===== src/sbc_consts.svh =====
// Bit positions, field layouts, codes and reset values of the diagnostic status block
`ifndef SBC_CONSTS_SVH
`define SBC_CONSTS_SVH

// Frame geometry
`define FRAME_BITS 16
`define FRAME_CNT_W 5

// Normal status word layout
`define ST_PREWARN 0
`define ST_LED 1
`define ST_VINT_OK 2
`define ST_LS 3
`define ST_WDRST 4
`define ST_MON_LO 5
`define ST_MON_HI 9
`define ST_RSVD 10
`define ST_LIN 11
`define ST_BAT_UV 12
`define ST_BAT_OV 13
`define ST_SUPPLY 14
`define ST_VS_UV 15

// Wake-up status word layout (bits 13 and 15 read zero, other bits shared with the normal word)
`define WK_LIN 11
`define WK_CYCLIC 12

// Control word layout
`define CW_MODE_LO 0
`define CW_MODE_HI 2
`define CW_SEL_LO 3
`define CW_SEL_HI 4
`define CW_CFG_LO 5
`define CW_CFG_HI 13
`define CW_MEAS 14
`define CW_GUARD_LP 15

// Integrated switch configuration fields
`define SW_SUPPLY 5
`define SW_LED 6
`define SW_LED_OVUV_DIS 7
`define SW_LS_LO 8
`define SW_LS_HI 9

// Period field tops
`define CYC_HI 9
`define GUARD_HI 10

// Mode codes as written by software
`define MODE_LIN_SLEEP 3'h2
`define MODE_ACTIVE 3'h3
`define MODE_SLEEP 3'h4
`define MODE_RX_ONLY 3'h6
`define MODE_STOP 3'h7

// Pin reset levels: {chip select, serial clock, data in}
`define SPI_PINS_RST 3'h4
// Fault pins reset levels; error link idles high
`define FAULT_PINS_RST 18'h00020

// Latched flag indices
`define NUM_FLAGS 8
`define FL_PREWARN 0
`define FL_LED 1
`define FL_LS 2
`define FL_SUPPLY 3
`define FL_BAT_UV 4
`define FL_BAT_OV 5
`define FL_VS_UV 6
`define FL_WDRST 7

`endif


===== src/sbc_pkg.sv =====
// Types shared by the diagnostic status block
`default_nettype none
package sbc_pkg;

  // Operating modes, Gray coded along standby -> active -> LIN sleep -> RX only -> stop -> sleep
  typedef enum logic [2:0] {
    MODE_STANDBY_S = 3'h0,
    MODE_ACTIVE_S = 3'h1,
    MODE_LIN_SLEEP_S = 3'h3,
    MODE_RX_ONLY_S = 3'h2,
    MODE_STOP_S = 3'h6,
    MODE_SLEEP_S = 3'h7
  } sbc_mode_t;

  // Configuration selector of the control word
  typedef enum logic [1:0] {
    SEL_GENERAL = 2'h0,
    SEL_SWITCH = 2'h1,
    SEL_CYCLIC = 2'h2,
    SEL_GUARD = 2'h3
  } cfg_sel_t;

endpackage : sbc_pkg
`default_nettype wire


===== src/sbc_diag_status.sv =====
// Diagnostic status word, fault reactions, wake signalling and the serial port behind them
`timescale 1ns/10ps
`include "sbc_consts.svh"
`default_nettype none
module sbc_diag_status
  import sbc_pkg::*;
#(
  parameter int VMON_STARTUP_CYCLES = 1024
) (
  input wire logic ref_clk,
  input wire logic sys_rst,
  input wire logic chip_select_low,
  input wire logic serial_clock,
  input wire logic serial_data_in,
  output logic serial_data_out,
  output logic serial_data_out_oe_n,
  output logic rxd_force_low,
  input wire logic error_link_in,
  output logic error_link_out,
  output logic error_link_oe_n,
  input wire logic regulator_prewarn,
  input wire logic regulator_overtemp,
  input wire logic regulator_load_low,
  input wire logic led_driver_fault,
  input wire logic low_side_switches_fault,
  input wire logic supply_output_fault,
  input wire logic battery_uv,
  input wire logic battery_ov,
  input wire logic supply_pin_uv,
  input wire logic lin_failure,
  input wire logic lin_wake,
  input wire logic cyclic_wake_expired,
  input wire logic [4:0] monitor_input,
  input wire logic window_guard_reset,
  output logic [1:0] low_side_switches_en,
  output logic supply_output_en,
  output logic led_driver_en,
  output logic regulator_en,
  output logic window_guard_en,
  output logic window_guard_trigger,
  output logic [5:0] window_guard_period,
  output logic [4:0] cyclic_period,
  output logic [8:0] general_config,
  output logic measure_en,
  output logic [2:0] sbc_mode
);

  localparam int VMON_W = $clog2(VMON_STARTUP_CYCLES + 1);

  // Synchronised pins
  logic [2:0] spi_s;
  logic [17:0] flt_s;
  logic cs_s;
  logic sclk_s;
  logic din_s;
  logic prewarn_s;
  logic reg_ot_s;
  logic load_low_s;
  logic led_flt_s;
  logic ls_flt_s;
  logic sup_flt_s;
  logic bat_uv_s;
  logic bat_ov_s;
  logic vs_uv_s;
  logic lin_fail_s;
  logic lin_wake_s;
  logic cyc_exp_s;
  logic err_in_s;
  logic [4:0] mon_s;

  // Serial engine state
  logic cs_prev_q;
  logic sclk_prev_q;
  logic shifting_q;
  logic [`FRAME_CNT_W-1:0] bit_cnt_q;
  logic [`FRAME_BITS-1:0] tx_q;
  logic [`FRAME_BITS-1:0] rx_q;
  logic spi_fail_q;
  logic cs_fall;
  logic cs_rise;
  logic sclk_rise;
  logic sclk_fall;
  logic frame_ok;
  logic [2:0] cw_mode;
  cfg_sel_t cw_sel;

  // Status and control state
  sbc_mode_t mode_q;
  logic [`NUM_FLAGS-1:0] flag_set;
  logic [`NUM_FLAGS-1:0] flag_clr;
  logic [`NUM_FLAGS-1:0] flag_q;
  logic [`FRAME_BITS-1:0] status_word;
  logic vint_ok_q;
  logic led_ovuv_dis_q;
  logic guard_lp_q;
  logic [VMON_W-1:0] vmon_cnt_q;
  logic vmon_ready;
  logic is_active;
  logic power_save;
  logic bat_uv_g;
  logic bat_ov_g;
  logic vs_uv_g;
  logic ls_flt_prev_q;
  logic mcu_err;
  logic [4:0] mon_prev_q;
  logic [4:0] mon_edge;
  logic cyc_wake;
  logic any_wake;
  logic wake_word_q;
  logic wake_read_q;
  logic wake_do_q;
  logic [4:0] wake_mon_q;
  logic wake_lin_q;
  logic wake_cyc_q;

  pin_sync #(
    .WIDTH(3),
    .RST_VAL(`SPI_PINS_RST)
  ) u_spi_sync (
    .ref_clk(ref_clk),
    .sys_rst(sys_rst),
    .pin_in({chip_select_low, serial_clock, serial_data_in}),
    .level_q(spi_s)
  );

  pin_sync #(
    .WIDTH(18),
    .RST_VAL(`FAULT_PINS_RST)
  ) u_fault_sync (
    .ref_clk(ref_clk),
    .sys_rst(sys_rst),
    .pin_in({regulator_prewarn, regulator_overtemp, regulator_load_low, led_driver_fault,
             low_side_switches_fault, supply_output_fault, battery_uv, battery_ov,
             supply_pin_uv, lin_failure, lin_wake, cyclic_wake_expired, error_link_in,
             monitor_input}),
    .level_q(flt_s)
  );

  assign {cs_s, sclk_s, din_s} = spi_s;
  assign {prewarn_s, reg_ot_s, load_low_s, led_flt_s, ls_flt_s, sup_flt_s, bat_uv_s, bat_ov_s,
          vs_uv_s, lin_fail_s, lin_wake_s, cyc_exp_s, err_in_s, mon_s} = flt_s;

  // Frame edges; clock edges count only while selected
  assign cs_fall = cs_prev_q & ~cs_s;
  assign cs_rise = ~cs_prev_q & cs_s;
  assign sclk_rise = ~sclk_prev_q & sclk_s & ~cs_s;
  assign sclk_fall = sclk_prev_q & ~sclk_s & ~cs_s;
  assign frame_ok = cs_rise & (bit_cnt_q == `FRAME_CNT_W'(`FRAME_BITS));
  assign cw_mode = rx_q[`CW_MODE_HI:`CW_MODE_LO];
  assign cw_sel = cfg_sel_t'(rx_q[`CW_SEL_HI:`CW_SEL_LO]);

  // Mode qualifiers
  assign is_active = (mode_q == MODE_ACTIVE_S) || (mode_q == MODE_LIN_SLEEP_S);
  assign power_save = (mode_q == MODE_STOP_S) || (mode_q == MODE_SLEEP_S);
  assign vmon_ready = (vmon_cnt_q == VMON_W'(VMON_STARTUP_CYCLES));

  // Monitoring is only trusted in active and LIN sleep modes
  assign bat_uv_g = bat_uv_s & is_active & vmon_ready;
  assign bat_ov_g = bat_ov_s & is_active;
  assign vs_uv_g = vs_uv_s & is_active;

  // Own pulse on a switch fault would look like a controller error; ignore while faulting
  assign mcu_err = ~err_in_s & ~ls_flt_s;

  // Wake sources, counted only in the power saving modes
  assign mon_edge = (mon_s ^ mon_prev_q) & general_config[7:3];
  assign cyc_wake = cyc_exp_s & (mode_q == MODE_STOP_S) & (cyclic_period != 5'h00);
  assign any_wake = power_save & ((|mon_edge) | lin_wake_s | cyc_wake);

  // Edge history for chip select, serial clock, the switch fault and the monitor inputs
  always_ff @(posedge ref_clk) begin
    if (sys_rst) begin
      cs_prev_q <= 1'b1;
      sclk_prev_q <= 1'b0;
      mon_prev_q <= 5'h00;
      ls_flt_prev_q <= 1'b0;
    end else begin
      cs_prev_q <= cs_s;
      sclk_prev_q <= sclk_s;
      mon_prev_q <= mon_s;
      ls_flt_prev_q <= ls_flt_s;
    end
  end

  // Receive on falling edges, LSB first, count saturates above a frame
  always_ff @(posedge ref_clk) begin
    if (sys_rst) begin
      rx_q <= 16'h0000;
      bit_cnt_q <= '0;
    end else if (cs_fall) begin
      bit_cnt_q <= '0;
    end else if (sclk_fall) begin
      rx_q <= {din_s, rx_q[`FRAME_BITS-1:1]};
      if (bit_cnt_q != '1) begin
        bit_cnt_q <= bit_cnt_q + `FRAME_CNT_W'(1);
      end
    end
  end

  // A frame of the wrong length marks the serial failure indicator
  always_ff @(posedge ref_clk) begin
    if (sys_rst) begin
      spi_fail_q <= 1'b0;
    end else if (frame_ok) begin
      spi_fail_q <= 1'b0;
    end else if (cs_rise) begin
      spi_fail_q <= 1'b1;
    end
  end

  // Normal and wake-up views of the status word
  always_comb begin
    status_word = 16'h0000;
    status_word[`ST_PREWARN] = flag_q[`FL_PREWARN];
    status_word[`ST_LED] = flag_q[`FL_LED];
    status_word[`ST_VINT_OK] = vint_ok_q;
    status_word[`ST_LS] = flag_q[`FL_LS];
    status_word[`ST_WDRST] = flag_q[`FL_WDRST];
    status_word[`ST_SUPPLY] = flag_q[`FL_SUPPLY];
    if (wake_word_q) begin
      status_word[`ST_MON_HI:`ST_MON_LO] = wake_mon_q;
      status_word[`WK_LIN] = wake_lin_q;
      status_word[`WK_CYCLIC] = wake_cyc_q;
    end else begin
      status_word[`ST_MON_HI:`ST_MON_LO] = mon_s & general_config[7:3];
      status_word[`ST_LIN] = lin_fail_s;
      status_word[`ST_BAT_UV] = flag_q[`FL_BAT_UV];
      status_word[`ST_BAT_OV] = flag_q[`FL_BAT_OV];
      status_word[`ST_VS_UV] = flag_q[`FL_VS_UV];
    end
  end

  // Transmit: wake signal while deselected, failure indicator before the first clock
  always_ff @(posedge ref_clk) begin
    if (sys_rst) begin
      tx_q <= 16'h0000;
      shifting_q <= 1'b0;
      serial_data_out <= 1'b1;
      serial_data_out_oe_n <= 1'b1;
    end else if (cs_s) begin
      shifting_q <= 1'b0;
      serial_data_out <= ~wake_do_q;
      serial_data_out_oe_n <= ~wake_do_q;
    end else begin
      serial_data_out_oe_n <= 1'b0;
      if (cs_fall) begin
        tx_q <= status_word;
        serial_data_out <= spi_fail_q | din_s;
      end else if (sclk_rise) begin
        shifting_q <= 1'b1;
        serial_data_out <= tx_q[0];
        tx_q <= {1'b0, tx_q[`FRAME_BITS-1:1]};
      end else if (!shifting_q) begin
        serial_data_out <= spi_fail_q | din_s;
      end
    end
  end

  // Latched fault flags; all clear when the read-out frame closes
  assign flag_set = {window_guard_reset, vs_uv_g, bat_ov_g, bat_uv_g, sup_flt_s, ls_flt_s,
                     led_flt_s, prewarn_s};
  always_comb begin
    flag_clr = {`NUM_FLAGS{cs_rise}};
    if (mode_q == MODE_STANDBY_S) begin
      flag_clr[`FL_BAT_UV] = 1'b1;
      flag_clr[`FL_BAT_OV] = 1'b1;
    end
  end

  for (genvar i = 0; i < `NUM_FLAGS; i++) begin : g_flag
    sticky_flag u_flag (
      .ref_clk(ref_clk),
      .sys_rst(sys_rst),
      .set_evt(flag_set[i]),
      .clr_evt(flag_clr[i]),
      .flag_q(flag_q[i])
    );
  end

  // Supply-ok bit reads low after an internal reset until a full frame has reported it
  always_ff @(posedge ref_clk) begin
    if (sys_rst) begin
      vint_ok_q <= 1'b0;
    end else if (frame_ok) begin
      vint_ok_q <= 1'b1;
    end
  end

  // Voltage monitor start-up time, restarted on every entry into active or LIN sleep mode from a mode that is neither
  always_ff @(posedge ref_clk) begin
    if (sys_rst || !is_active) begin
      vmon_cnt_q <= '0;
    end else if (!vmon_ready) begin
      vmon_cnt_q <= vmon_cnt_q + VMON_W'(1);
    end
  end

  // Operating mode: guard reset beats wake, wake beats software
  always_ff @(posedge ref_clk) begin
    if (sys_rst) begin
      mode_q <= MODE_STANDBY_S;
    end else if (window_guard_reset || any_wake) begin
      mode_q <= MODE_STANDBY_S;
    end else if (frame_ok) begin
      unique case (cw_mode)
        `MODE_LIN_SLEEP: mode_q <= MODE_LIN_SLEEP_S;
        `MODE_ACTIVE: mode_q <= MODE_ACTIVE_S;
        `MODE_SLEEP: mode_q <= MODE_SLEEP_S;
        `MODE_RX_ONLY: mode_q <= MODE_RX_ONLY_S;
        `MODE_STOP: mode_q <= MODE_STOP_S;
        default: mode_q <= mode_q; // Reserved codes leave the mode alone
      endcase
    end
  end

  // Configuration written by complete frames, cleared only by reset
  always_ff @(posedge ref_clk) begin
    if (sys_rst) begin
      general_config <= 9'h000;
      cyclic_period <= 5'h00;
      window_guard_period <= 6'h00;
      led_ovuv_dis_q <= 1'b0;
      measure_en <= 1'b0;
      guard_lp_q <= 1'b0;
    end else if (frame_ok) begin
      measure_en <= rx_q[`CW_MEAS];
      guard_lp_q <= rx_q[`CW_GUARD_LP];
      unique case (cw_sel)
        SEL_GENERAL: general_config <= rx_q[`CW_CFG_HI:`CW_CFG_LO];
        SEL_SWITCH: led_ovuv_dis_q <= rx_q[`SW_LED_OVUV_DIS];
        SEL_CYCLIC: cyclic_period <= rx_q[`CYC_HI:`CW_CFG_LO];
        SEL_GUARD: window_guard_period <= rx_q[`GUARD_HI:`CW_CFG_LO];
      endcase
    end
  end

  // Guard trigger pulse on each accepted guard period write
  always_ff @(posedge ref_clk) begin
    if (sys_rst) begin
      window_guard_trigger <= 1'b0;
    end else begin
      window_guard_trigger <= frame_ok && (cw_sel == SEL_GUARD);
    end
  end

  // Low-side switches: faults and controller errors win over a same-cycle enable
  always_ff @(posedge ref_clk) begin
    if (sys_rst) begin
      low_side_switches_en <= 2'h0;
    end else if (ls_flt_s || mcu_err || window_guard_reset) begin
      low_side_switches_en <= 2'h0;
    end else if (!(is_active || mode_q == MODE_RX_ONLY_S)) begin
      low_side_switches_en <= 2'h0;
    end else if (frame_ok && cw_sel == SEL_SWITCH) begin
      low_side_switches_en <= rx_q[`SW_LS_HI:`SW_LS_LO];
    end
  end

  // Error link: one-cycle low pulse on the rising edge of a switch fault
  always_ff @(posedge ref_clk) begin
    if (sys_rst) begin
      error_link_out <= 1'b0;
      error_link_oe_n <= 1'b1;
    end else begin
      error_link_out <= 1'b0;
      error_link_oe_n <= ~(ls_flt_s & ~ls_flt_prev_q);
    end
  end

  // Sensor supply output
  always_ff @(posedge ref_clk) begin
    if (sys_rst) begin
      supply_output_en <= 1'b0;
    end else if (sup_flt_s || window_guard_reset) begin
      supply_output_en <= 1'b0;
    end else if (frame_ok && cw_sel == SEL_SWITCH) begin
      supply_output_en <= rx_q[`SW_SUPPLY];
    end
  end

  // LED driver; the battery shutdown can be masked by the switch option
  always_ff @(posedge ref_clk) begin
    if (sys_rst) begin
      led_driver_en <= 1'b0;
    end else if (led_flt_s || window_guard_reset) begin
      led_driver_en <= 1'b0;
    end else if ((bat_uv_g || bat_ov_g) && !led_ovuv_dis_q) begin
      led_driver_en <= 1'b0;
    end else if (frame_ok && cw_sel == SEL_SWITCH) begin
      led_driver_en <= rx_q[`SW_LED];
    end
  end

  // Regulator is off in sleep mode and otherwise follows its thermal comparator, which carries the hysteresis
  always_ff @(posedge ref_clk) begin
    if (sys_rst) begin
      regulator_en <= 1'b1;
    end else begin
      regulator_en <= ~reg_ot_s & (mode_q != MODE_SLEEP_S);
    end
  end

  // Guard stays on unless low power mode allows it to stop
  always_ff @(posedge ref_clk) begin
    if (sys_rst) begin
      window_guard_en <= 1'b1;
    end else if (mode_q == MODE_STOP_S) begin
      window_guard_en <= ~(load_low_s & ~guard_lp_q);
    end else if (mode_q == MODE_SLEEP_S) begin
      window_guard_en <= guard_lp_q;
    end else begin
      window_guard_en <= 1'b1;
    end
  end

  // Wake capture; sources held until the wake word has been shifted out
  always_ff @(posedge ref_clk) begin
    if (sys_rst) begin
      wake_word_q <= 1'b0;
      wake_read_q <= 1'b0;
      wake_mon_q <= 5'h00;
      wake_lin_q <= 1'b0;
      wake_cyc_q <= 1'b0;
    end else if (any_wake) begin
      wake_word_q <= 1'b1;
      wake_mon_q <= wake_mon_q | mon_edge;
      wake_lin_q <= wake_lin_q | lin_wake_s;
      wake_cyc_q <= wake_cyc_q | cyc_wake;
    end else if (cs_fall) begin
      wake_read_q <= wake_word_q;
    end else if (cs_rise && wake_read_q) begin
      wake_read_q <= 1'b0;
      wake_word_q <= 1'b0;
      wake_mon_q <= 5'h00;
      wake_lin_q <= 1'b0;
      wake_cyc_q <= 1'b0;
    end
  end

  // Wake signalling to the controller, dropped as soon as it selects the device
  always_ff @(posedge ref_clk) begin
    if (sys_rst) begin
      wake_do_q <= 1'b0;
      rxd_force_low <= 1'b0;
    end else if (any_wake) begin
      wake_do_q <= 1'b1;
      rxd_force_low <= rxd_force_low | lin_wake_s;
    end else if (cs_fall) begin
      wake_do_q <= 1'b0;
      rxd_force_low <= 1'b0;
    end
  end

  assign sbc_mode = mode_q;

endmodule : sbc_diag_status
`default_nettype wire


===== src/pin_sync.sv =====
// Three-stage pin synchroniser that accepts a change once stages two and three agree
`timescale 1ns/10ps
`default_nettype none
module pin_sync #(
  parameter int WIDTH = 1,
  parameter logic [WIDTH-1:0] RST_VAL = '0
) (
  input wire logic ref_clk,
  input wire logic sys_rst,
  input wire logic [WIDTH-1:0] pin_in,
  output logic [WIDTH-1:0] level_q
);

  logic [WIDTH-1:0] s1_q;
  logic [WIDTH-1:0] s2_q;
  logic [WIDTH-1:0] s3_q;

  // Stage one feeds stage two only; the filter looks at two and three
  always_ff @(posedge ref_clk) begin
    if (sys_rst) begin
      s1_q <= RST_VAL;
      s2_q <= RST_VAL;
      s3_q <= RST_VAL;
      level_q <= RST_VAL;
    end else begin
      s1_q <= pin_in;
      s2_q <= s1_q;
      s3_q <= s2_q;
      level_q <= (~(s2_q ^ s3_q) & s3_q) | ((s2_q ^ s3_q) & level_q);
    end
  end

endmodule : pin_sync
`default_nettype wire


===== src/sticky_flag.sv =====
// One latched status flag: hardware sets it, the end of a read-out clears it
`timescale 1ns/10ps
`default_nettype none
module sticky_flag (
  input wire logic ref_clk,
  input wire logic sys_rst,
  input wire logic set_evt,
  input wire logic clr_evt,
  output logic flag_q
);

  // Set beats clear so an event landing on the clear cycle survives
  always_ff @(posedge ref_clk) begin
    if (sys_rst) begin
      flag_q <= 1'b0;
    end else if (set_evt) begin
      flag_q <= 1'b1;
    end else if (clr_evt) begin
      flag_q <= 1'b0;
    end
  end

endmodule : sticky_flag
`default_nettype wire


===== config.mk =====
export PLATFORM = sky130hd
export DESIGN_NAME = sbc_diag_status
export DESIGN_NICKNAME = d
export VERILOG_FILES = /design/src/sbc_pkg.sv /design/src/sbc_diag_status.sv /design/src/pin_sync.sv /design/src/sticky_flag.sv
export VERILOG_INCLUDE_DIRS = /design/src
export SDC_FILE = /design/constraint.sdc
export NUM_CORES = 1
export LEC_CHECK = 0
export ABC_AREA = 1
export BUFFER_PORTS_ARGS = -buffer_cell sky130_fd_sc_hd__buf_4
export CAP_MARGIN = 20
export CORE_MARGIN = 2
export CORE_UTILIZATION = 46
export CTS_CLUSTER_DIAMETER = 40
export DETAILED_ROUTE_END_ITERATION = 16
export SKIP_CTS_REPAIR_TIMING = 1
export SYNTH_ARGS = -nofsm -noshare
export SYNTH_HDL_FRONTEND = slang
export SYNTH_SLANG_ARGS = --single-unit

===== constraint.sdc =====
create_clock -name ref_clk -period 2 [get_ports ref_clk]
set_clock_uncertainty 0.15 [all_clocks]
set_input_delay 0.2 -clock ref_clk [delete_from_list [all_inputs] [get_ports ref_clk]]
set_output_delay 0.2 -clock ref_clk [all_outputs]
set_load 0.02 [all_outputs]

==> flow_summary.ini <==
[synthesis]
synth-seq-area-share_pct = 56.2
ys_types = 41
avgSynthCellArea_um2 = 8.06
async_flop_share_pct = 0
ys_ff_latch = 198
synthTopCellsByArea = dfxtp_1 (56%), a21oi_1 (7.7%), inv_1 (7.0%), nor2_1 (6.8%), o21ai_0 (6.3%)
synth-edff-count = 0
synthCells = 875
yosysTopAreaCell = dfxtp_1
synth_top_area_share_pct = 56.2
ys_warn_count = 0
synth.cell_area_mm2 = 0.00705
synth_fp_nets = 904
synth_flop_cell = dfxtp_1

[drt]
ant_nets = 0
wl_per_cell_um = 12.5
vias = 5492
viasPerCell = 4.72
wirelength_um = 14600
dr.pass1.iters = 5
drt_iter0_markers = 353
drc_errors = 0

[job]
maxCapViolCount = 0

[sta]
whs_ns = 0.251
final.min_clock_period_ns = 1.83
fin_setup_tns_ns = 0
worst_pin_slew_ns = 0.907
slew_headroom_pct = 39.5
rsz0062_at_grt = false
hold_violations = 0
finalSetupViolCount = 0
slew_violations = 0
clock.fmax_ghz = 0.547
fin_crit_sh_pct = 91.4

[power]
vdd_drop_max_mv = 0.612
p_int_mw = 5.87
pwr-share-comb_pct = 2.9
switchingPower_mw = 1.65
power_frac_seq_pct = 53.5
p_leak_nw = 3.37
swShare_pct = 21.9
pwr-share-clk_pct = 43.6
power_density_mw_per_mm2 = 880

[critical_path]
crit_required_ns = 2.16
endpoint_kind = flop
crit_type = flop to flop
crit_chain = ha_1, inv_1, nor3_1, ha_1, nand3b_1, inv_1, nand4_1, o21ai_0, a21oi_1
arrival_ns = 1.99
ff2ff_setup_slack_ns = 0.17
r2r_end = bit_cnt_q[3]
cp_max_fo = 6
r2r-start = bit_cnt_q[0]
ff2ff_path_depth = 9
crit_path_start_kind = flop
slowest_delay_ns = 0.34
cpMaxStageDelayCell = dfxtp_1

[clock_tree]
cts_tree = yes
clockRootBuffer = clkbuf_16
insertion_delay_ns = 0.43
cts_num_sinks = 198
clockBufferDepth = 2
htreeDepth = 4
cts.clk_slew.worst_paths_ns = 0.07
cts_buffers = 17

[placement]
port_buffers = 58
gp_congestion = 0.799
dp_cells = 1107
hpwlAfterDp_um = 9800
postPlaceCellArea_mm2 = 0.00772

[floorplan]
io_pins = 60
num_rows = 45
die_w_um = 128
initial_core_util_pct = 46.7
die_h_um = 128
coreArea_mm2 = 0.0151
dieArea_mm2 = 0.0163

[run_status]
status = completed

[layout]
final_cell_count_no_fill = 1163
syn_to_final_growth_pct = 21.1
design_area_mm2 = 0.00854
final_core_util_pct = 56.6
nets = 991
fill_cells = 1439
n_antenna_cell = 0
drive_above_1_share_pct = 12.9

[worst_hold_path]
hold_class = flop to flop
hp-start = u_fault_sync.s1_q[11]
min_to = u_fault_sync.s2_q[11]
hold_depth = 2

[global_routing]
grt_max_degree = 87
grt_pass1_wl_um = 23500
grt_pass1_vias = 4764
track_usage_pct = 18.1
antenna_found_initial = 0
grt_overflow = 0
## power groups by stage
stage / clock, mW / sequential, mW / combinational [mW]
floorplan: 0 / 4.10 / 0.111
global route: 3.53 / 4.02 / 0.247
detailed placement: 0 / 4.11 / 0.182
finish: 3.28 / 4.02 / 0.218
CTS: 3.35 / 4.02 / 0.182
global placement: 0 / 4.11 / 0.179
## worst max-delay path by stage
stage,from,endpoint,slack (ns),depth (start not counted)
6_report,bit_cnt_q[0],bit_cnt_q[3],0.17,9
5_1_grt,bit_cnt_q[0],bit_cnt_q[3],0.02,9
4_1_cts,flop,window_guard_period[4],0.16,7
3_5_place_dp,flop,window_guard_period[4],0.16,7
3_3_place_gp,flop,window_guard_period[5],0.21,7
2_1_floorplan,bit_cnt_q[0],bit_cnt_q[3],0.33,9
## metrics by stage
stage / total power, mW / setup WS (ns)
floorplan: 4.21 / 0.328
global placement: 4.29 / 0.207
detailed placement: 4.29 / 0.163
CTS: 7.55 / 0.157
global route: 7.80 / 0.0210
finish: 7.51 / 0.173
## area by class of cell
class,count,area (µm²),share of cell area (%)
timing repair buffer,99,828,9.70
inverter,136,513,6.01
clock buffer,19,443,5.19
multi-input combinational,510,2430,28.4
sequential,198,3970,46.4
clock inverter,13,125,1.47
tap,188,235,2.75
## Yosys cell counts, types with 2 or more instances
cell / number
ha_1: 5
buf_2: 2
o211ai_1: 4
nand2_1: 110
nor2_1: 127
o21bai_1: 2
buf_6: 3
nor3_4: 2
nor3_1: 6
nand4_1: 5
inv_2: 3
a31oi_1: 5
clkbuf_1: 22
inv_1: 131
nand3_1: 20
or2_2: 6
a21oi_1: 108
o21ai_0: 89
a211oi_1: 3
dfxtp_1: 198
buf_4: 3
nand3_2: 2
## kinds of logic after synthesis
group	share of synthesized area, %
compound gates	16.3
fa+ha+maj	0.887
buf+inv	9.44
flops	56.2
other cells	0.0532
simple gates	17.1
## critical path: cells and delay by family (launching register included)
family                     cells  cell delay, ns
adders and majority gates      2            0.39
DFF                            1            0.34
AOI/OAI and AO/OA              2            0.21
buffers and inverters          2            0.22
and+or+nand+nor                3            0.40
## metal layers
| layer | part of all wire (%) | GRT usage (%) |
|---|---|---|
| met1 | 51 | 25.6 |
| met2 | 44 | 26.9 |
| met3 | 3.0 | 3.76 |
| met4 | 2.1 | 7.76 |
| met5 | 0 | 0 |
## placed cells by master (no fill, tap or decap), types with 2 or more instances in the layout
master / count
a31oi_1: 5
a211oi_1: 3
inv_1: 130
clkinv_2: 2
dfxtp_1: 197
o21ai_1: 3
o21bai_1: 2
nand3_1: 20
nand3_4: 2
o21ai_0: 87
buf_4: 73
inv_6: 2
o211ai_1: 4
nor3_4: 2
nor3_1: 6
nor2_1: 127
dlygate4sd3_1: 24
clkinv_1: 2
ha_1: 5
nand4_1: 5
a21oi_1: 108
buf_12: 2
or2_2: 6
clkinv_4: 3
clkinvlp_4: 4
clkbuf_16: 17
nand2_1: 110
inv_2: 3
Note: power is estimated with default switching activity, not from simulation.
